--- config.mk ---
export PLATFORM = sky130hd
export DESIGN_NAME = twi_status_irq
export DESIGN_NICKNAME = d
export VERILOG_FILES = /design/src/pkg/twi_status_pkg.sv /design/src/rtl/twi_pin_sync.sv /design/src/rtl/twi_status_irq.sv
export SDC_FILE = /design/constraint.sdc
export NUM_CORES = 1
export LEC_CHECK = 0
export BUFFER_PORTS_ARGS = -buffer_cell sky130_fd_sc_hd__buf_2
export CAP_MARGIN = 5
export CORE_AREA = 2 2 72 88
export CTS_CLUSTER_DIAMETER = 30
export CTS_CLUSTER_SIZE = 25
export DETAILED_ROUTE_END_ITERATION = 10
export DIE_AREA = 0 0 74 90
export MAX_ROUTING_LAYER = met4
export PLACE_DENSITY = 0.95
export SYNTH_ARGS = -nofsm -noshare
export SYNTH_HDL_FRONTEND = slang
export SYNTH_SLANG_ARGS = --single-unit
--- constraint.sdc ---
create_clock -name sys_clk -period 5.1 [get_ports sys_clk]
set_clock_uncertainty 0.2 [all_clocks]
set_input_delay 0.51 -clock sys_clk [delete_from_list [all_inputs] [get_ports sys_clk]]
set_output_delay 0.51 -clock sys_clk [all_outputs]
set_load 0.01 [all_outputs]
--- src/pkg/twi_status_pkg.sv ---
package twi_status_pkg;

   // ----------------------------------------------------------------
   // register byte addresses
   // ----------------------------------------------------------------
   localparam logic [31:0] ADDR_STATUS       = 32'hfff8_4020;
   localparam logic [31:0] ADDR_IRQ_SET      = 32'hfff8_4024;
   localparam logic [31:0] ADDR_IRQ_CLEAR    = 32'hfff8_4028;
   localparam logic [31:0] ADDR_IRQ_VIEW     = 32'hfff8_402c;
   localparam logic [31:0] ADDR_RX_BYTE      = 32'hfff8_4030;
   localparam logic [31:0] ADDR_TX_BYTE      = 32'hfff8_4034;

   // ----------------------------------------------------------------
   // status, enable, disable and mask bit positions
   // ----------------------------------------------------------------
   localparam int BIT_TRANSFER_COMPLETE  = 0;
   localparam int BIT_RECEIVE_READY   = 1;
   localparam int BIT_TRANSMIT_READY   = 2;
   localparam int BIT_SVREAD  = 3;
   localparam int BIT_SLAVE_ACCESS_MATCHED   = 4;
   localparam int BIT_GENERAL_CALL_SEEN    = 5;
   localparam int BIT_OVERRUN_ERROR    = 6;
   localparam int BIT_NACK    = 8;
   localparam int BIT_ARBITRATION_LOST  = 9;
   localparam int BIT_CLOCK_WAIT_FLAG   = 10;
   localparam int BIT_END_OF_SLAVE_ACCESS  = 11;

   // bits that exist in the enable, disable and mask registers
   localparam logic [31:0] IRQ_BITS_VALID    = 32'h0000_0f77;

   // ----------------------------------------------------------------
   // values after reset
   // ----------------------------------------------------------------
   localparam logic [31:0] MASK_RST          = 32'h0000_0000;
   localparam logic [7:0]  TX_BYTE_RST       = 8'h00;
   localparam logic [7:0]  RX_BYTE_RST       = 8'h00;
   localparam logic [31:0] RDATA_RST         = 32'h0000_0000;
   localparam logic        TRANSFER_COMPLETE_RST        = 1'b1;
   localparam logic        TRANSMIT_READY_RST         = 1'b0;
   localparam logic        SCL_IDLE_LEVEL    = 1'b1;

   // ----------------------------------------------------------------
   // bus answer states
   // ----------------------------------------------------------------
   typedef enum logic [1:0] {
      BUS_IDLE   = 2'b01,
      BUS_ANSWER = 2'b10
   } bus_state_t;

endpackage

--- src/rtl/twi_pin_sync.sv ---
`timescale 1ns/100ps
module twi_pin_sync
   import twi_status_pkg::*;
#(
   parameter int                WIDTH     = 1,
   parameter logic [WIDTH-1:0]  RST_LEVEL = '1
) (
   // clock and reset
   input  wire logic             sys_clk,
   input  wire logic             srst,
   // pin side and clock side
   input  wire logic [WIDTH-1:0] pin_async,
   output logic      [WIDTH-1:0] pin_synced
);

   typedef struct packed {
      logic [WIDTH-1:0] meta;
      logic [WIDTH-1:0] stable;
   } sync_state_t;

   sync_state_t st_reg;
   sync_state_t st_next;

   // the first stage feeds only the second; nothing else looks at it
   always_comb begin
      st_next        = st_reg;
      st_next.meta   = pin_async;
      st_next.stable = st_reg.meta;
   end

   always_ff @(posedge sys_clk) begin
      if (srst) begin
         st_reg <= '{meta: RST_LEVEL, stable: RST_LEVEL};
      end else begin
         st_reg <= st_next;
      end
   end

   assign pin_synced = st_reg.stable;

endmodule // twi_pin_sync

--- src/rtl/twi_status_irq.sv ---
// Register access over Avalon-MM was decided locally.
`timescale 1ns/100ps
// Function
// - master losing arbitration sets arbitration-lost and transfer-complete together
// - arbitration-lost only in master mode, cleared by status read, zero means won
// - slave stretches clock while transmit not refilled or receive not emptied
// - clock-wait flag is hardware only and zero when clock not stretched
// - end-of-slave-access sets when slave access falls, zero during access
// - status read clears end-of-slave-access
// - writing one to enable register enables that source, zero no effect
// - writing one to disable register disables that source, zero no effect
// - mask register reads enabled sources, all disabled after reset
// - end-of-access bit 11, clock-wait 10, arbitration-lost 9, not-ack 8
// - complete 0, rx 1, tx 2, slave 4, general call 5, overrun 6
// - receive holding register shows last byte received on bits 7..0
// - transmit holding register takes next byte in low eight bits, resets zero
// - receive-ready means new byte since last holding read, read clears it
// - writing transmit holding register clears transmit-ready
// - slave access rises on address match, stays until not-ack or stop
module twi_status_irq
   import twi_status_pkg::*;
(
   // clock and reset
   input  wire logic        sys_clk,
   input  wire logic        srst,
   // avalon-mm slave
   input  wire logic [31:0] address,
   input  wire logic        read,
   input  wire logic        write,
   input  wire logic [31:0] writedata,
   input  wire logic [3:0]  byteenable,
   output logic      [31:0] readdata,
   output logic             waitrequest,
   // interrupt
   output logic             irq,
   // controller events and levels, same clock
   input  wire logic        master_mode,
   input  wire logic        slave_mode,
   input  wire logic        master_enable_evt,
   input  wire logic        transfer_complete_set,
   input  wire logic        transfer_complete_clr,
   input  wire logic        arb_lost_evt,
   input  wire logic        nack_evt,
   input  wire logic        stop_evt,
   input  wire logic        addr_match_evt,
   input  wire logic        slave_read_dir,
   input  wire logic        general_call_evt,
   input  wire logic        byte_boundary,
   // shifter side data
   input  wire logic        rx_byte_valid,
   input  wire logic [7:0]  rx_byte,
   input  wire logic        tx_byte_taken,
   output logic      [7:0]  outgoing_byte_value,
   output logic             tx_byte_pending,
   // serial clock pin, open drain
   input  wire logic        scl_i,
   output logic             scl_o,
   output logic             scl_oe
);

   // ----------------------------------------------------------------
   // state
   // ----------------------------------------------------------------
   typedef struct packed {
      bus_state_t  bus;
      logic        waitreq;
      logic [31:0] rdata;
      logic        transfer_complete;
      logic        receive_ready;
      logic        transmit_ready;
      logic        slave_access_matched;
      logic        general_call_seen;
      logic        overrun_error;
      logic        nack;
      logic        arbitration_lost;
      logic        end_of_slave_access;
      logic        stretch;
      logic        pending;
      logic        scl_last;
      logic        scl_level;
      logic [7:0]  rhr;
      logic [7:0]  thr;
      logic [31:0] mask;
      logic        irq;
   } state_t;

   localparam state_t RESET_STATE = '{
      bus:       BUS_IDLE,
      waitreq:   1'b1,
      rdata:     RDATA_RST,
      transfer_complete:    TRANSFER_COMPLETE_RST,
      receive_ready:     1'b0,
      transmit_ready:     TRANSMIT_READY_RST,
      slave_access_matched:     1'b0,
      general_call_seen:      1'b0,
      overrun_error:      1'b0,
      nack:      1'b0,
      arbitration_lost:    1'b0,
      end_of_slave_access:    1'b0,
      stretch:   1'b0,
      pending:   1'b0,
      scl_last:  SCL_IDLE_LEVEL,
      scl_level: 1'b0,
      rhr:       RX_BYTE_RST,
      thr:       TX_BYTE_RST,
      mask:      MASK_RST,
      irq:       1'b0
   };

   state_t st_reg;
   state_t st_next;

   // ----------------------------------------------------------------
   // helpers
   // ----------------------------------------------------------------
   // status word layout, shared by the bus read and the interrupt
   function automatic logic [31:0] status_word(input state_t s, input logic svr);
      logic [31:0] w;
      w              = 32'h0000_0000;
      w[BIT_TRANSFER_COMPLETE]  = s.transfer_complete;
      w[BIT_RECEIVE_READY]   = s.receive_ready;
      w[BIT_TRANSMIT_READY]   = s.transmit_ready;
      w[BIT_SVREAD]  = svr;
      w[BIT_SLAVE_ACCESS_MATCHED]   = s.slave_access_matched;
      w[BIT_GENERAL_CALL_SEEN]    = s.general_call_seen;
      w[BIT_OVERRUN_ERROR]    = s.overrun_error;
      w[BIT_NACK]    = s.nack;
      w[BIT_ARBITRATION_LOST]  = s.arbitration_lost;
      w[BIT_CLOCK_WAIT_FLAG]   = s.stretch;
      w[BIT_END_OF_SLAVE_ACCESS]  = s.end_of_slave_access;
      return w;
   endfunction

   function automatic logic [31:0] lane_mask(input logic [3:0] be);
      return {{8{be[3]}}, {8{be[2]}}, {8{be[1]}}, {8{be[0]}}};
   endfunction

   // ----------------------------------------------------------------
   // serial clock sampling
   // ----------------------------------------------------------------
   logic scl_sync;

   twi_pin_sync #(
      .WIDTH     (1),
      .RST_LEVEL (SCL_IDLE_LEVEL)
   ) u_scl_sync (
      .sys_clk    (sys_clk),
      .srst       (srst),
      .pin_async  (scl_i),
      .pin_synced (scl_sync)
   );

   // ----------------------------------------------------------------
   // access decode
   // ----------------------------------------------------------------
   logic        accept;
   logic        acc_rd;
   logic        acc_wr;
   logic [31:0] wmask;
   logic        rd_status;
   logic        rd_rhr;
   logic        wr_set;
   logic        wr_clr;
   logic        wr_thr;
   logic        arb_now;
   logic        scl_fall;
   logic        buf_wait;

   // a transfer completes on the edge where waitrequest is seen low
   assign accept    = (st_reg.bus == BUS_ANSWER);
   assign acc_rd    = accept & read;
   assign acc_wr    = accept & write;
   assign wmask     = lane_mask(byteenable);
   assign rd_status = acc_rd & (address == ADDR_STATUS);
   assign rd_rhr    = acc_rd & (address == ADDR_RX_BYTE);
   assign wr_set    = acc_wr & (address == ADDR_IRQ_SET);
   assign wr_clr    = acc_wr & (address == ADDR_IRQ_CLEAR);
   assign wr_thr    = acc_wr & (address == ADDR_TX_BYTE) & byteenable[0];
   assign arb_now   = arb_lost_evt & master_mode;
   assign scl_fall  = st_reg.scl_last & ~scl_sync;
   // transmit side waits for a refill, receive side for an empty holding
   assign buf_wait  = slave_read_dir ? st_reg.transmit_ready : st_reg.receive_ready;

   // ----------------------------------------------------------------
   // next state
   // ----------------------------------------------------------------
   always_comb begin
      st_next = st_reg;

      // two-cycle answer: readdata is loaded while waitrequest drops
      case (st_reg.bus)
         BUS_IDLE: begin
            if (read || write) begin
               st_next.bus     = BUS_ANSWER;
               st_next.waitreq = 1'b0;
            end
         end
         BUS_ANSWER: begin
            st_next.bus     = BUS_IDLE;
            st_next.waitreq = 1'b1;
         end
         default: begin
            st_next.bus     = BUS_IDLE;
            st_next.waitreq = 1'b1;
         end
      endcase

      // flags: a set in the cycle of a clear always wins
      st_next.transfer_complete = (st_reg.transfer_complete & ~transfer_complete_clr) | transfer_complete_set | arb_now;
      st_next.arbitration_lost = (st_reg.arbitration_lost & ~rd_status) | arb_now;
      st_next.nack   = (st_reg.nack & ~rd_status) | nack_evt;
      st_next.general_call_seen   = (st_reg.general_call_seen & ~rd_status) | general_call_evt;
      // overrun only clears by a status read once the frame has completed
      st_next.overrun_error   = (st_reg.overrun_error & ~(rd_status & st_reg.transfer_complete)) | (rx_byte_valid & st_reg.receive_ready);
      st_next.receive_ready  = (st_reg.receive_ready & ~rd_rhr) | rx_byte_valid;
      st_next.transmit_ready  = (st_reg.transmit_ready & ~wr_thr) | tx_byte_taken | nack_evt | master_enable_evt;
      st_next.slave_access_matched  = (st_reg.slave_access_matched & ~(nack_evt | stop_evt)) | addr_match_evt;
      // end of access sets on the falling edge of the access flag only
      st_next.end_of_slave_access = st_next.slave_access_matched ? 1'b0 : (st_reg.slave_access_matched | (st_reg.end_of_slave_access & ~rd_status));

      // holding registers
      if (rx_byte_valid) begin
         st_next.rhr = rx_byte;
      end
      if (wr_thr) begin
         st_next.thr = writedata[7:0];
      end

      // enable and disable share one mask; a zero bit leaves it alone
      if (wr_set) begin
         st_next.mask = st_reg.mask | (writedata & wmask & IRQ_BITS_VALID);
      end
      if (wr_clr) begin
         st_next.mask = st_reg.mask & ~(writedata & wmask & IRQ_BITS_VALID);
      end

      // clock stretching on the first low phase after a character
      st_next.scl_last  = scl_sync;
      st_next.scl_level = 1'b0;
      if (!slave_mode || !st_reg.slave_access_matched) begin
         st_next.pending = 1'b0;
         st_next.stretch = 1'b0;
      end else begin
         if (st_reg.stretch) begin
            st_next.stretch = buf_wait;
         end else if (st_reg.pending && scl_fall) begin
            st_next.pending = 1'b0;
            st_next.stretch = buf_wait;
         end
         if (byte_boundary) begin
            st_next.pending = 1'b1;
         end
      end

      // read value taken from the state that stands at the answer edge
      if (st_reg.bus == BUS_IDLE && read) begin
         case (address)
            ADDR_STATUS:   st_next.rdata = status_word(st_next, slave_read_dir);
            ADDR_IRQ_VIEW: st_next.rdata = st_next.mask;
            ADDR_RX_BYTE:  st_next.rdata = {24'h000000, st_next.rhr};
            ADDR_TX_BYTE:  st_next.rdata = {24'h000000, st_next.thr};
            default:       st_next.rdata = RDATA_RST;
         endcase
      end

      st_next.irq = |(status_word(st_next, 1'b0) & st_next.mask);
   end

   // ----------------------------------------------------------------
   // registers
   // ----------------------------------------------------------------
   always_ff @(posedge sys_clk) begin
      if (srst) begin
         st_reg <= RESET_STATE;
      end else begin
         st_reg <= st_next;
      end
   end

   // outputs straight from the state flops
   assign readdata            = st_reg.rdata;
   assign waitrequest         = st_reg.waitreq;
   assign irq                 = st_reg.irq;
   assign outgoing_byte_value = st_reg.thr;
   assign tx_byte_pending     = ~st_reg.transmit_ready;
   assign scl_o               = st_reg.scl_level;
   assign scl_oe              = st_reg.stretch;
endmodule // twi_status_irq

==> impl_results.md, run 1 <==
* Run status: finished, final reports clean
* Post_cts resized at 0
* Vias in the first global route at 2559
* Postcts setup bufs at 0
* 1st-pass router iterations at 5
* Primary FF master, synth: dfxtp_1
* Final setup viols at 0
* Initial drt markers at 213
* Avg Cell Area, Syn at 8.693 µm²
* P_leak at 1.417 nW
* Antenna-violating nets left at 0
* Post-DR wirelength/cell at 15.62 µm
* GRT overflow at 0
* Switching Fraction at 26.68%
* CP Class: in2reg
* Asr flop ratio synth at 0%
* Post-Route Setup TNS at 0 ns
* Required time worst endpoint at 5.14 ns
* Internal Power at 0.0005741 W
* Tot GR Track Use at 23.06%
* Synthesized flop and latch total at 55
* P&R area growth vs syn at 13.77%
* Clock power share at 31.2%
* Slew headroom at 42.02%
* H-tree depth at 2
* CTS Sinks at 55
* Pwr dens at 242.8 nW/µm²
* Largest net degree at the start of global routing at 52
* Fmax achieved at 0.2772 GHz
* Rows at 31
* Initial Util at 48.39%
* Net Sw Power at 0.0002089 W
* Period Utilization, post-route at 70.75%
* Ant. Diodes at 0
* Maximum VDD drop at 0.2377 mV
* Max Cap Violations at 0
* Largest register FFs at 31
* Root Buffer: clkbuf_8
* TritonCTS clock tree: done
* Worst Path Max Fanout at 12
* Ratio of cells with drive above 1 in the final layout at 29.97%
* Placed Instances at 471
* Placement Setup Slack at 1.272 ns
* IO Pins at 140
* Die H at 90 µm
* Critical Path AT at 3.64 ns
* Initial antenna violation count at 0
* Via/cell ratio at 5.605
* Hold_buf cts at 0
* TritonCTS buffer count at 5
* Die area at 6660 µm²
* Slew of the pin with the lowest slew margin at 0.8697 ns
* Warnings, synthesis at 0
* Final hold vios at 0
* Final WL at 7.484 mm
* PortBufs at 96
* Mapped Cells at 326
* Sequential Power Share at 57.0%
* Sequential share of the synthesized area at 38.85%
* Nets at 491
* Pins Over Slew Limit at 0
* Non-Filler Instances at 479
* Crit start category: input port
* Hold Path Class: in2reg
* Clock transition at the registers of the reported paths at 0.09 ns
* Post-synth EDFFs at 0
* Clk_lat worst skew at 0.32 ns
* Synth unique cells at 56
* Gpl congestion at 0.8635
* CTS Buffer Depth at 2
* Crit path time final at 3.608 ns
* RSZ-0062 raised after global routing: no
* Die Width at 74 µm
* Comb power frac at 11.9%
* Core Area at 5857 µm²
* DP HPWL at 5.627 mm
* DR vias at 2685
* First-pass GRT wire length at 11.81 mm
* Netlist Area Pre-Place at 2834 µm²
* CP endpoint kind: register
* Final setup margin at 1.492 ns
* # DRC at 0
[synthesized netlist by cell type (2+ instances only)]
master / number / share of area [%]
or4_4: 2 / 0.79
o32ai_1: 5 / 1.5
or2_2: 3 / 0.66
o22ai_1: 2 / 0.44
nand3b_1: 3 / 0.79
a221oi_1: 2 / 0.62
nor3_1: 20 / 3.5
buf_1: 3 / 0.40
o221ai_1: 2 / 0.62
a31oi_1: 10 / 2.2
or4_1: 2 / 0.53
nand4_1: 7 / 1.5
and3_1: 2 / 0.44
inv_1: 5 / 0.66
nor2b_1: 7 / 1.5
mux2i_1: 18 / 6.4
clkbuf_1: 6 / 0.79
a22o_1: 2 / 0.62
a41oi_1: 6 / 1.9
o21ai_1: 7 / 1.2
buf_4: 43 / 11
nand2_1: 11 / 1.5
buf_2: 3 / 0.53
a21oi_1: 16 / 2.8
and4_1: 6 / 1.9
nand2b_1: 2 / 0.44
nor2_1: 44 / 5.8
dfxtp_1: 55 / 39
a41o_1: 2 / 0.71
nor4b_1: 2 / 0.62
a22oi_1: 3 / 0.79
[power groups by stage]
| stage | Combinational, W | Sequential (W) | Clock, W |
|---|---|---|---|
| finish | 0.0000929 | 0.000446 | 0.000244 |
| global placement | 0.0000870 | 0.000455 | 0 |
| global route | 0.000102 | 0.000447 | 0.000265 |
| CTS | 0.0000906 | 0.000446 | 0.000246 |
| detailed placement | 0.0000902 | 0.000456 | 0 |
| floorplan | 0.0000586 | 0.000454 | 0 |
[critical path: stages]
cell and delay [ns]:
buf_2 0.10, or4_4 0.52, or4_4 0.53, nor3_2 0.61, nand4_1 0.61, a31oi_4 0.46, o21ai_1 0.13, a21oi_1 0.16
[layout by cell type (no fill, tap or decap), types with 10 or more instances in the layout]
cell type	synthesis	routed
conb_1	1	21
a21oi_1	16	16
dfxtp_1	55	55
nor2_1	44	44
nand2_1	11	11
nor3_1	20	20
a31oi_1	10	10
buf_2	3	96
mux2i_1	18	18
[worst paths after layout]
path	from	cells past startpoint	slack, ns	endpoint
setup / recovery	address[11]	8	1.49	readdata[8]$_SDFFE_PP0P_
hold / removal	scl_i	2	0.17	u_scl_sync.st_next[0]$_SDFF_PP1_
setup reg to reg	st_reg[95]$_SDFFE_PP1P_	7	2.47	irq$_SDFF_PP0_
hold reg to reg	u_scl_sync.st_next[0]$_SDFF_PP1_	1	0.23	u_scl_sync.pin_synced$_SDFF_PP1_
[kinds of logic (layout without fill, tap and decap cells)]
group / Yosys count / in the layout / synth area share, %
flops: 55 / 55 / 38.85
simple gates: 124 / 124 / 23.71
compound gates: 66 / 66 / 16.64
buf+inv: 61 / 112 / 13.91
mux: 19 / 19 / 6.755
other cells: 1 / 21 / 0.1323
[stage by stage]
stage	utilization (%)	instance area, µm²	hold slack [ns]	power, W
floorplan	-	2909	0.1895	0.0005126
global placement	53.54	3136	0.1935	0.0005416
detailed placement	53.54	3136	0.2048	0.0005457
CTS	55.05	3224	0.1633	0.0007822
global route	55.05	3224	0.1731	0.0008136
finish	55.05	3224	0.1709	0.0007830
[layer usage]
metal | wire length (µm) | track usage, % | share of wire [%]
met5 | 0 | - | 0
met4 | 238 | 10.45 | 3.2
met3 | 634 | 4.148 | 8.5
met2 | 3697 | 36.24 | 49
met1 | 2914 | 28.35 | 39
[final cells by class]
cell class / instances / area, µm²
fillers: 542 / 2633
multi-input cells: 230 / 1414
flip-flops and latches: 55 / 1101
repair buffers: 98 / 495.5
well taps: 82 / 102.6
clock buffers: 5 / 68.82
inverters: 6 / 22.52
clock inverters: 3 / 20.02
Power figures use the tool's default switching activity.
==> inputs of run 2 (changes only) <==
- ABC_AREA: unset -> 1
- CORE_AREA: 2 2 72 88 -> 2 2 80 97
- DIE_AREA: 0 0 74 90 -> 0 0 82 99
- PLACE_DENSITY: 0.95 -> 0.91
- clock period: 5.1 -> 3.58 ns (I/O delays scaled with it)
==> run 2 against run 1 <==
First-iteration DRC count grew 50%. Register-to-register slack worse by 1.1 ns. Critical path depth up 8. Global-route usage down 0.80 points. Synthesized area grew 20%. Sequential cell count unchanged. Hold slack worse by 0.15 ns. Combinational power is 60% higher. Via count up 26%. Synthesized cell count grew 59%.
==> impl_results.md, run 2 <==
* Run status: finished, final reports clean
* Largest register FFs at 31 (unchanged)
* Crit start category: input port
* Bufs and invs on worst path at 4 (+3)
* Rows at 34 (+9.7%)
* Most frequent cell after synthesis: nand2_1
* Slew headroom at 36.35% (-5.7 points)
* IO Pins at 140 (unchanged)
* Sequential share of the synthesized area at 32.39% (-6.5 points)
* Cell area after placement at 3674 µm² (+17%)
* Pins Over Slew Limit at 0 (unchanged)
* Initial Util at 47.57% (-0.82 points)
* First-pass GRT wire length at 13.94 mm (+18%)
* RSZ-0062 raised after global routing: no
* Gpl congestion at 0.9271 (+7.4%)
* Synth unique cells at 34 (-39%)
* Critical Path AT at 2.21 ns (-1.43 ns)
* P_leak at 1.977 nW (+39%)
* Slowest CP cell: buf_4
* PortBufs at 96 (unchanged)
* Required time worst endpoint at 3.59 ns (-1.55 ns)
* Vias in the first global route at 3186 (+25%)
* Area leader, netlist: dfxtp_1
* P&R area growth vs syn at 11.52%
* Placement Setup Slack at 1.076 ns (-0.1962 ns)
* Largest net degree at the start of global routing at 53 (+1.9%)
* Die area at 8118 µm² (+22%)
* Avg Cell Area, Syn at 6.550 µm² (-25%)
* Die Width at 82 µm (+11%)
* CP Class: in2reg
* Initial drt markers at 320 (+50%)
* Ant. Diodes at 0 (unchanged)
* Cell family with most CP delay: simple AND/OR/NAND/NOR gates
* Antenna-violating nets left at 0 (unchanged)
* Synthesized flop and latch total at 55 (unchanged)
* Nets at 684 (+39%)
* Via/cell ratio at 4.984 (-11%)
* Maximum VDD drop at 0.2051 mV (-14%)
* Pwr dens at 318.6 nW/µm² (+31%)
* Post-synth EDFFs at 0 (unchanged)
* H-tree depth at 2 (unchanged)
* GR Util met2 at 36.84% (+0.60 points)
* TritonCTS buffer count at 5 (unchanged)
* Final WL at 8.348 mm (+12%)
* Asr flop ratio synth at 0% (unchanged)
* Post-route design area at 3791 µm² (+18%)
* Clk_lat worst skew at 0.31 ns (about the same)
* Ratio of cells with drive above 1 in the final layout at 23.73% (-6.2 points)
* Hold_buf cts at 0 (unchanged)
* Commonest non-fill, non-tap cells in the layout: nand2_1, buf_2, inv_1
* Post-Route Setup TNS at 0 ns (unchanged)
* GRT overflow at 0 (unchanged)
* M1 GR Usage at 27.33% (-1.0 points)
* Area contributors post-synth: dfxtp_1, nand2_1, buf_4
* Mapped Cells at 519 (+59%)
* Netlist Area Pre-Place at 3400 µm² (+20%)
* Final setup viols at 0 (unchanged)
* Initial antenna violation count at 0 (unchanged)
* Post_cts resized at 0 (unchanged)
* Post-DR wirelength/cell at 12.28 µm (-21%)
* Root Buffer: clkbuf_8
* GR Util met3 at 3.297% (-0.85 points)
* Warnings, synthesis at 0 (unchanged)
* Most common cell after layout, fill and taps aside: nand2_1
* Final setup margin at 1.388 ns (-0.1038 ns)
* CP endpoint kind: register
* Tot GR Track Use at 22.26% (-0.80 points)
* # DRC at 0 (unchanged)
* Primary FF master, synth: dfxtp_1
* Most Crowded Layer GR: met2
* Postcts setup bufs at 0 (unchanged)
* Worst Path Max Fanout at 29 (+17)
* Die H at 99 µm (+10%)
* Hold Path Class: in2reg
* Period Utilization, post-route at 61.23%
* Slew of the pin with the lowest slew margin at 0.9548 ns (+0.08508 ns)
* DP HPWL at 6.554 mm (+16%)
* Placed Instances at 672 (+43%)
* Post-synth top cells: nand2_1, inv_1, dfxtp_1, nor2_1, buf_4
* Final hold vios at 0 (unchanged)
* Crit path cell chain: buf_2 -> inv_1 -> nand2_1 -> nor2_1 -> nand2_1 -> nor2_2 -> buf_4 -> nand3_2 -> nand2_1 -> nand2_1 -> nand3_1 -> nand2_1 -> nor2_1 -> nand3_1 -> nand2_1 -> inv_1
* 1st-pass router iterations at 7 (+2)
* Max Cap Violations at 0 (unchanged)
* Non-Filler Instances at 680 (+42%)
* CTS Sinks at 55 (unchanged)
* CP peak stage delay at 0.32 ns (-0.29 ns)
* Fillers at 746 (+38%)
* DR vias at 3389 (+26%)
* Most frequent cell on the critical path: nand2_1
* CTS Buffer Depth at 2 (unchanged)
* TritonCTS clock tree: done
* Fmax achieved at 0.4562 GHz
* Top-area cell type share of the netlist area at 32.39% (-6.5 points)
* Pwr Total at 0.001208 W (+54%)
* Core Area at 7147 µm² (+22%)
* Crit path time final at 2.192 ns
* Clock transition at the registers of the reported paths at 0.09 ns (about the same)
## run 2: changes by cell type after synthesis, sizes merged, moves of 14 or more
cell   previous run  this run
inv               6        80
nand3             1        43
mux2i            18         4
nor2             44        66
nand2            11       133
nor3             21         7
## run 2: area by class of cell
class	count	area (µm²)	area share (%)
multi-input combinational	349	1664	43.89
sequential	55	1101	29.04
inverter	80	300.3	7.921
timing repair buffer	98	495.5	13.07
clock inverter	2	35.03	0.9241
tap	90	112.6	2.970
clock buffer	6	82.58	2.178
## run 2: worst paths after layout
kind | cells past startpoint | endpoint | startpoint | slack [ns]
worst max register to register | 12 | irq$_SDFF_PP0_ | st_reg[95]$_SDFFE_PP1P_ | 1.41
worst max-delay path | 16 | irq$_SDFF_PP0_ | address[18] | 1.39
worst min-delay path | 2 | u_scl_sync.st_next[0]$_SDFF_PP1_ | scl_i | 0.03
worst min register to register | 1 | u_scl_sync.pin_synced$_SDFF_PP1_ | u_scl_sync.st_next[0]$_SDFF_PP1_ | 0.22
## run 2: kinds of logic (layout without fill, tap and decap cells)
logic type	count (synthesis)	in the layout	synth area share, %
muxes	4	4	1.178
other	1	21	0.1103
buffers and inverters	135	186	20.87
AOI/OAI and AO/OA	48	48	7.987
and+or+nand+nor	276	276	37.47
DFF	55	55	32.39
## run 2: worst register-to-register path: stages (launching register included)
cell     delay (ns)
dfxtp_1        0.32
inv_1          0.08
nand3_1        0.14
nor2_1         0.32
nand3_2        0.29
nand2_1        0.18
nand2_1        0.09
nand3_1        0.09
nand2_1        0.06
nor2_1         0.09
nand3_1        0.09
nand2_1        0.07
inv_1          0.05
## run 2: layer usage
metal  vias to the layer above  routed length (µm)
met4                         0                 204
met3                        20                 549
met5                         -                   0
li1                       1696                   -
met2                       143                4142
met1                      1530                3451
## run 2: where the power goes
group	leakage, nW	internal (W)	switching, W
sequential	0.448	0.000627	0.00000583
combinational	1.47	0.0000556	0.0000930
clock	0.0612	0.000227	0.000200
## run 2: through the flow
step	utilization [%]	hold slack, ns
after CTS	53.05	0.01645
final	53.05	0.02581
after detailed placement	51.40	0.1955
after global placement	51.40	0.1928
after floorplan	-	0.1895
after global routing	53.05	0.01814
==> inputs of run 3 (changes only) <==
- clock period: 3.58 -> 2.25 ns (I/O delays scaled with it)
==> run 3 against run 2 <==
The run now ends with negative hold slack left. Sequential cell count is the same. Hold slack lost 0.028 ns. Power increased by 50%. Design area grew 3.1%. Count of clock-buffer cells in the layout unchanged. Setup slack worse by 1.2 ns. Sequential power grew 60%. Register-to-register slack lost 1.2 ns. Highest routed layer unchanged.
==> impl_results.md, run 3 (synthesis gave the netlist of run 2 again) <==
* Run status: finished with violations
* Failing checks: negative hold slack
* Reg area at 1101 µm² (unchanged)
* Initial Util at 47.57% (unchanged)
* Slowest CP cell: dfxtp_1
* Worst R2R Start: st_reg[95]$_SDFFE_PP1P_
* Period Utilization, post-route at 91.14%
* Placed Instances at 679 (+1.0%)
* Rows at 34 (unchanged)
* Fmax achieved at 0.4876 GHz
* Ratio of cells with drive above 1 in the final layout at 24.17% (+0.44 points)
* Vias in the first global route at 3220 (+1.1%)
* FF-to-FF End: irq$_SDFF_PP0_
* # DRC at 0 (unchanged)
* Worst Path Max Fanout at 10 (-66%)
* Crit path time final at 2.051 ns
* Hold Path Class: in2reg
* Hold endpoint: st_reg[44]$_SDFF_PP0_
* Multi-input gate area at 1664 µm² (unchanged)
* TritonCTS buffer count at 5 (unchanged)
* Nets at 698 (+2.0%)
* CTS Buffer Depth at 2 (unchanged)
* Die Width at 82 µm (unchanged)
* Crit path cell chain: inv_1 -> nand3_1 -> inv_1 -> nand2_1 -> nor2_4 -> nand3_1 -> o21ai_1 -> nor2_1 -> nor2_1 -> nand3_1 -> nand2_1 -> inv_1
* IO Pins at 140 (unchanged)
* Clk_lat worst skew at 0.31 ns (about the same)
* Fillers at 711 (-4.7%)
* Largest register FFs at 31 (unchanged)
* Cells on worst reg2reg path at 12 (unchanged)
* GRT overflow at 0 (unchanged)
* Die H at 99 µm (unchanged)
* Clock transition at the registers of the reported paths at 0.10 ns (about the same)
* Ant. Diodes at 0 (unchanged)
* Final hold vios at 1 (+1)
* H-tree depth at 2 (unchanged)
* Post-route design area at 3910 µm² (+3.1%)
* PortBufs at 96 (unchanged)
* Postcts setup bufs at 0 (unchanged)
* Slew headroom at 63.20% (+27 points)
* Final setup viols at 0 (unchanged)
* Required time worst endpoint at 2.27 ns (-1.32 ns)
* Initial antenna violation count at 0 (unchanged)
* Worst Hold Launch: rx_byte[3]
* DR vias at 3360 (-0.86%)
* Tot GR Track Use at 22.31% (+0.053 points)
* Crit start category: register
* Via/cell ratio at 4.841 (-2.9%)
* Die area at 8118 µm² (unchanged)
* Largest net degree at the start of global routing at 29 (-45%)
* CP peak stage delay at 0.32 ns (about the same)
* Max Cap Violations at 0 (unchanged)
* Hold path depth at 3 (+1)
* Pwr dens at 462.0 nW/µm² (+45%)
* Post-Route Setup TNS at 0 ns (unchanged)
* CP Class: reg2reg
* CTS Sinks at 55 (unchanged)
* CP endpoint kind: register
* Post-DR wirelength/cell at 12.02 µm (-2.1%)
* P_leak at 2.027 nW (+2.6%)
* Core Area at 7147 µm² (unchanged)
* Commonest non-fill, non-tap cells in the layout: nand2_1, buf_2, inv_1
* Gpl congestion at 0.8949 (-3.5%)
* RSZ-0062 raised after global routing: no
* Non-Filler Instances at 694 (+2.1%)
* Cell area after placement at 3751 µm² (+2.1%)
* TritonCTS clock tree: done
* Antenna-violating nets left at 0 (unchanged)
* Maximum VDD drop at 0.2597 mV (+27%)
* Initial drt markers at 196 (-39%)
* Slew of the pin with the lowest slew margin at 0.5519 ns (-0.4028 ns)
* DP HPWL at 6.726 mm (+2.6%)
* 1st-pass router iterations at 4 (-3)
* First-pass GRT wire length at 13.88 mm (-0.49%)
* Crit. Startpoint: st_reg[95]$_SDFFE_PP1P_
* Final WL at 8.341 mm (about the same)
* P&R area growth vs syn at 15.02%
* Pins Over Slew Limit at 0 (unchanged)
* Root Buffer: clkbuf_8
* Post_cts resized at 0 (unchanged)
* WHS at -0.002589 ns (-0.02840 ns)
* R2r setup slk at 0.20 ns (-1.21 ns)
* Most common cell after layout, fill and taps aside: nand2_1
* Critical Path AT at 2.07 ns (-0.14 ns)
-- run 3: cell count changes in the layout (fill, tap and decap cells not counted), sizes merged --
| cell | previous run | this run |
|---|---|---|
| buf | 98 | 105 |
| clkinv | 1 | 0 |
| dlygate4sd3 | 0 | 7 |
| clkinvlp | 0 | 1 |
| bufinv | 1 | 0 |
| inv | 80 | 81 |
-- run 3: through the flow --
stage	total power, W	util (%)	worst slack, ns	hold WS [ns]
CTS	0.001818	54.71	0.2295	0.002603
detailed placement	0.001265	52.49	0.1433	0.2077
finish	0.001806	54.71	0.1993	-0.002589
global route	0.001886	54.71	0.02053	0.001003
global placement	0.001257	52.49	0.1938	0.1941
floorplan	0.001187	-	0.5395	0.1288
-- run 3: worst max-delay path: cells and delay by family, from the launching register on --
family          cells  cell delay [ns]
simple gates        8             0.97
flops               1             0.32
buf+inv             3             0.25
compound gates      1             0.21
-- run 3: area by class of cell --
type | count | share of cell area [%]
multi-input combinational | 349 | 42.56
sequential | 55 | 28.16
timing repair buffer | 112 | 16.45
inverter | 80 | 7.680
tap | 90 | 2.880
clock buffer | 6 | 1.856
clock inverter | 2 | 0.4160
-- run 3: what timing repair did --
item,in CTS,in global routing
endpoints found under the hold margin,7,0
endpoints found under the setup margin,0,0
hold buffers,7,0
-- run 3: power breakdown --
| group | internal [W] | switching [W] | total, W |
|---|---|---|---|
| Clock | 0.000224 | 0.000328 | 0.000553 |
| Combinational | 0.0000987 | 0.000148 | 0.000247 |
| Sequential | 0.000998 | 0.00000905 | 0.00101 |
| Total | 0.00132 | 0.000486 | 0.00181 |
-- run 3: metal layers --
| metal | track usage (%) | vias to the layer above | part of all wire, % |
|---|---|---|---|
| met1 | 26.51 | 1520 | 43 |
| met4 | 7.179 | 0 | 2.5 |
| met2 | 38.02 | 94 | 49 |
| met3 | 3.388 | 22 | 5.2 |
| li1 | - | 1724 | - |
| met5 | - | - | 0 |
-- run 3: how the worst max path moves through the flow --
| stage | to | slack (ns) |
|---|---|---|
| 2_1_floorplan | readdata[3]$_SDFFE_PP0P_ | 0.54 |
| 3_3_place_gp | irq$_SDFF_PP0_ | 0.19 |
| 3_5_place_dp | irq$_SDFF_PP0_ | 0.14 |
| 4_1_cts | irq$_SDFF_PP0_ | 0.23 |
| 5_1_grt | irq$_SDFF_PP0_ | 0.02 |
| 6_report | irq$_SDFF_PP0_ | 0.20 |
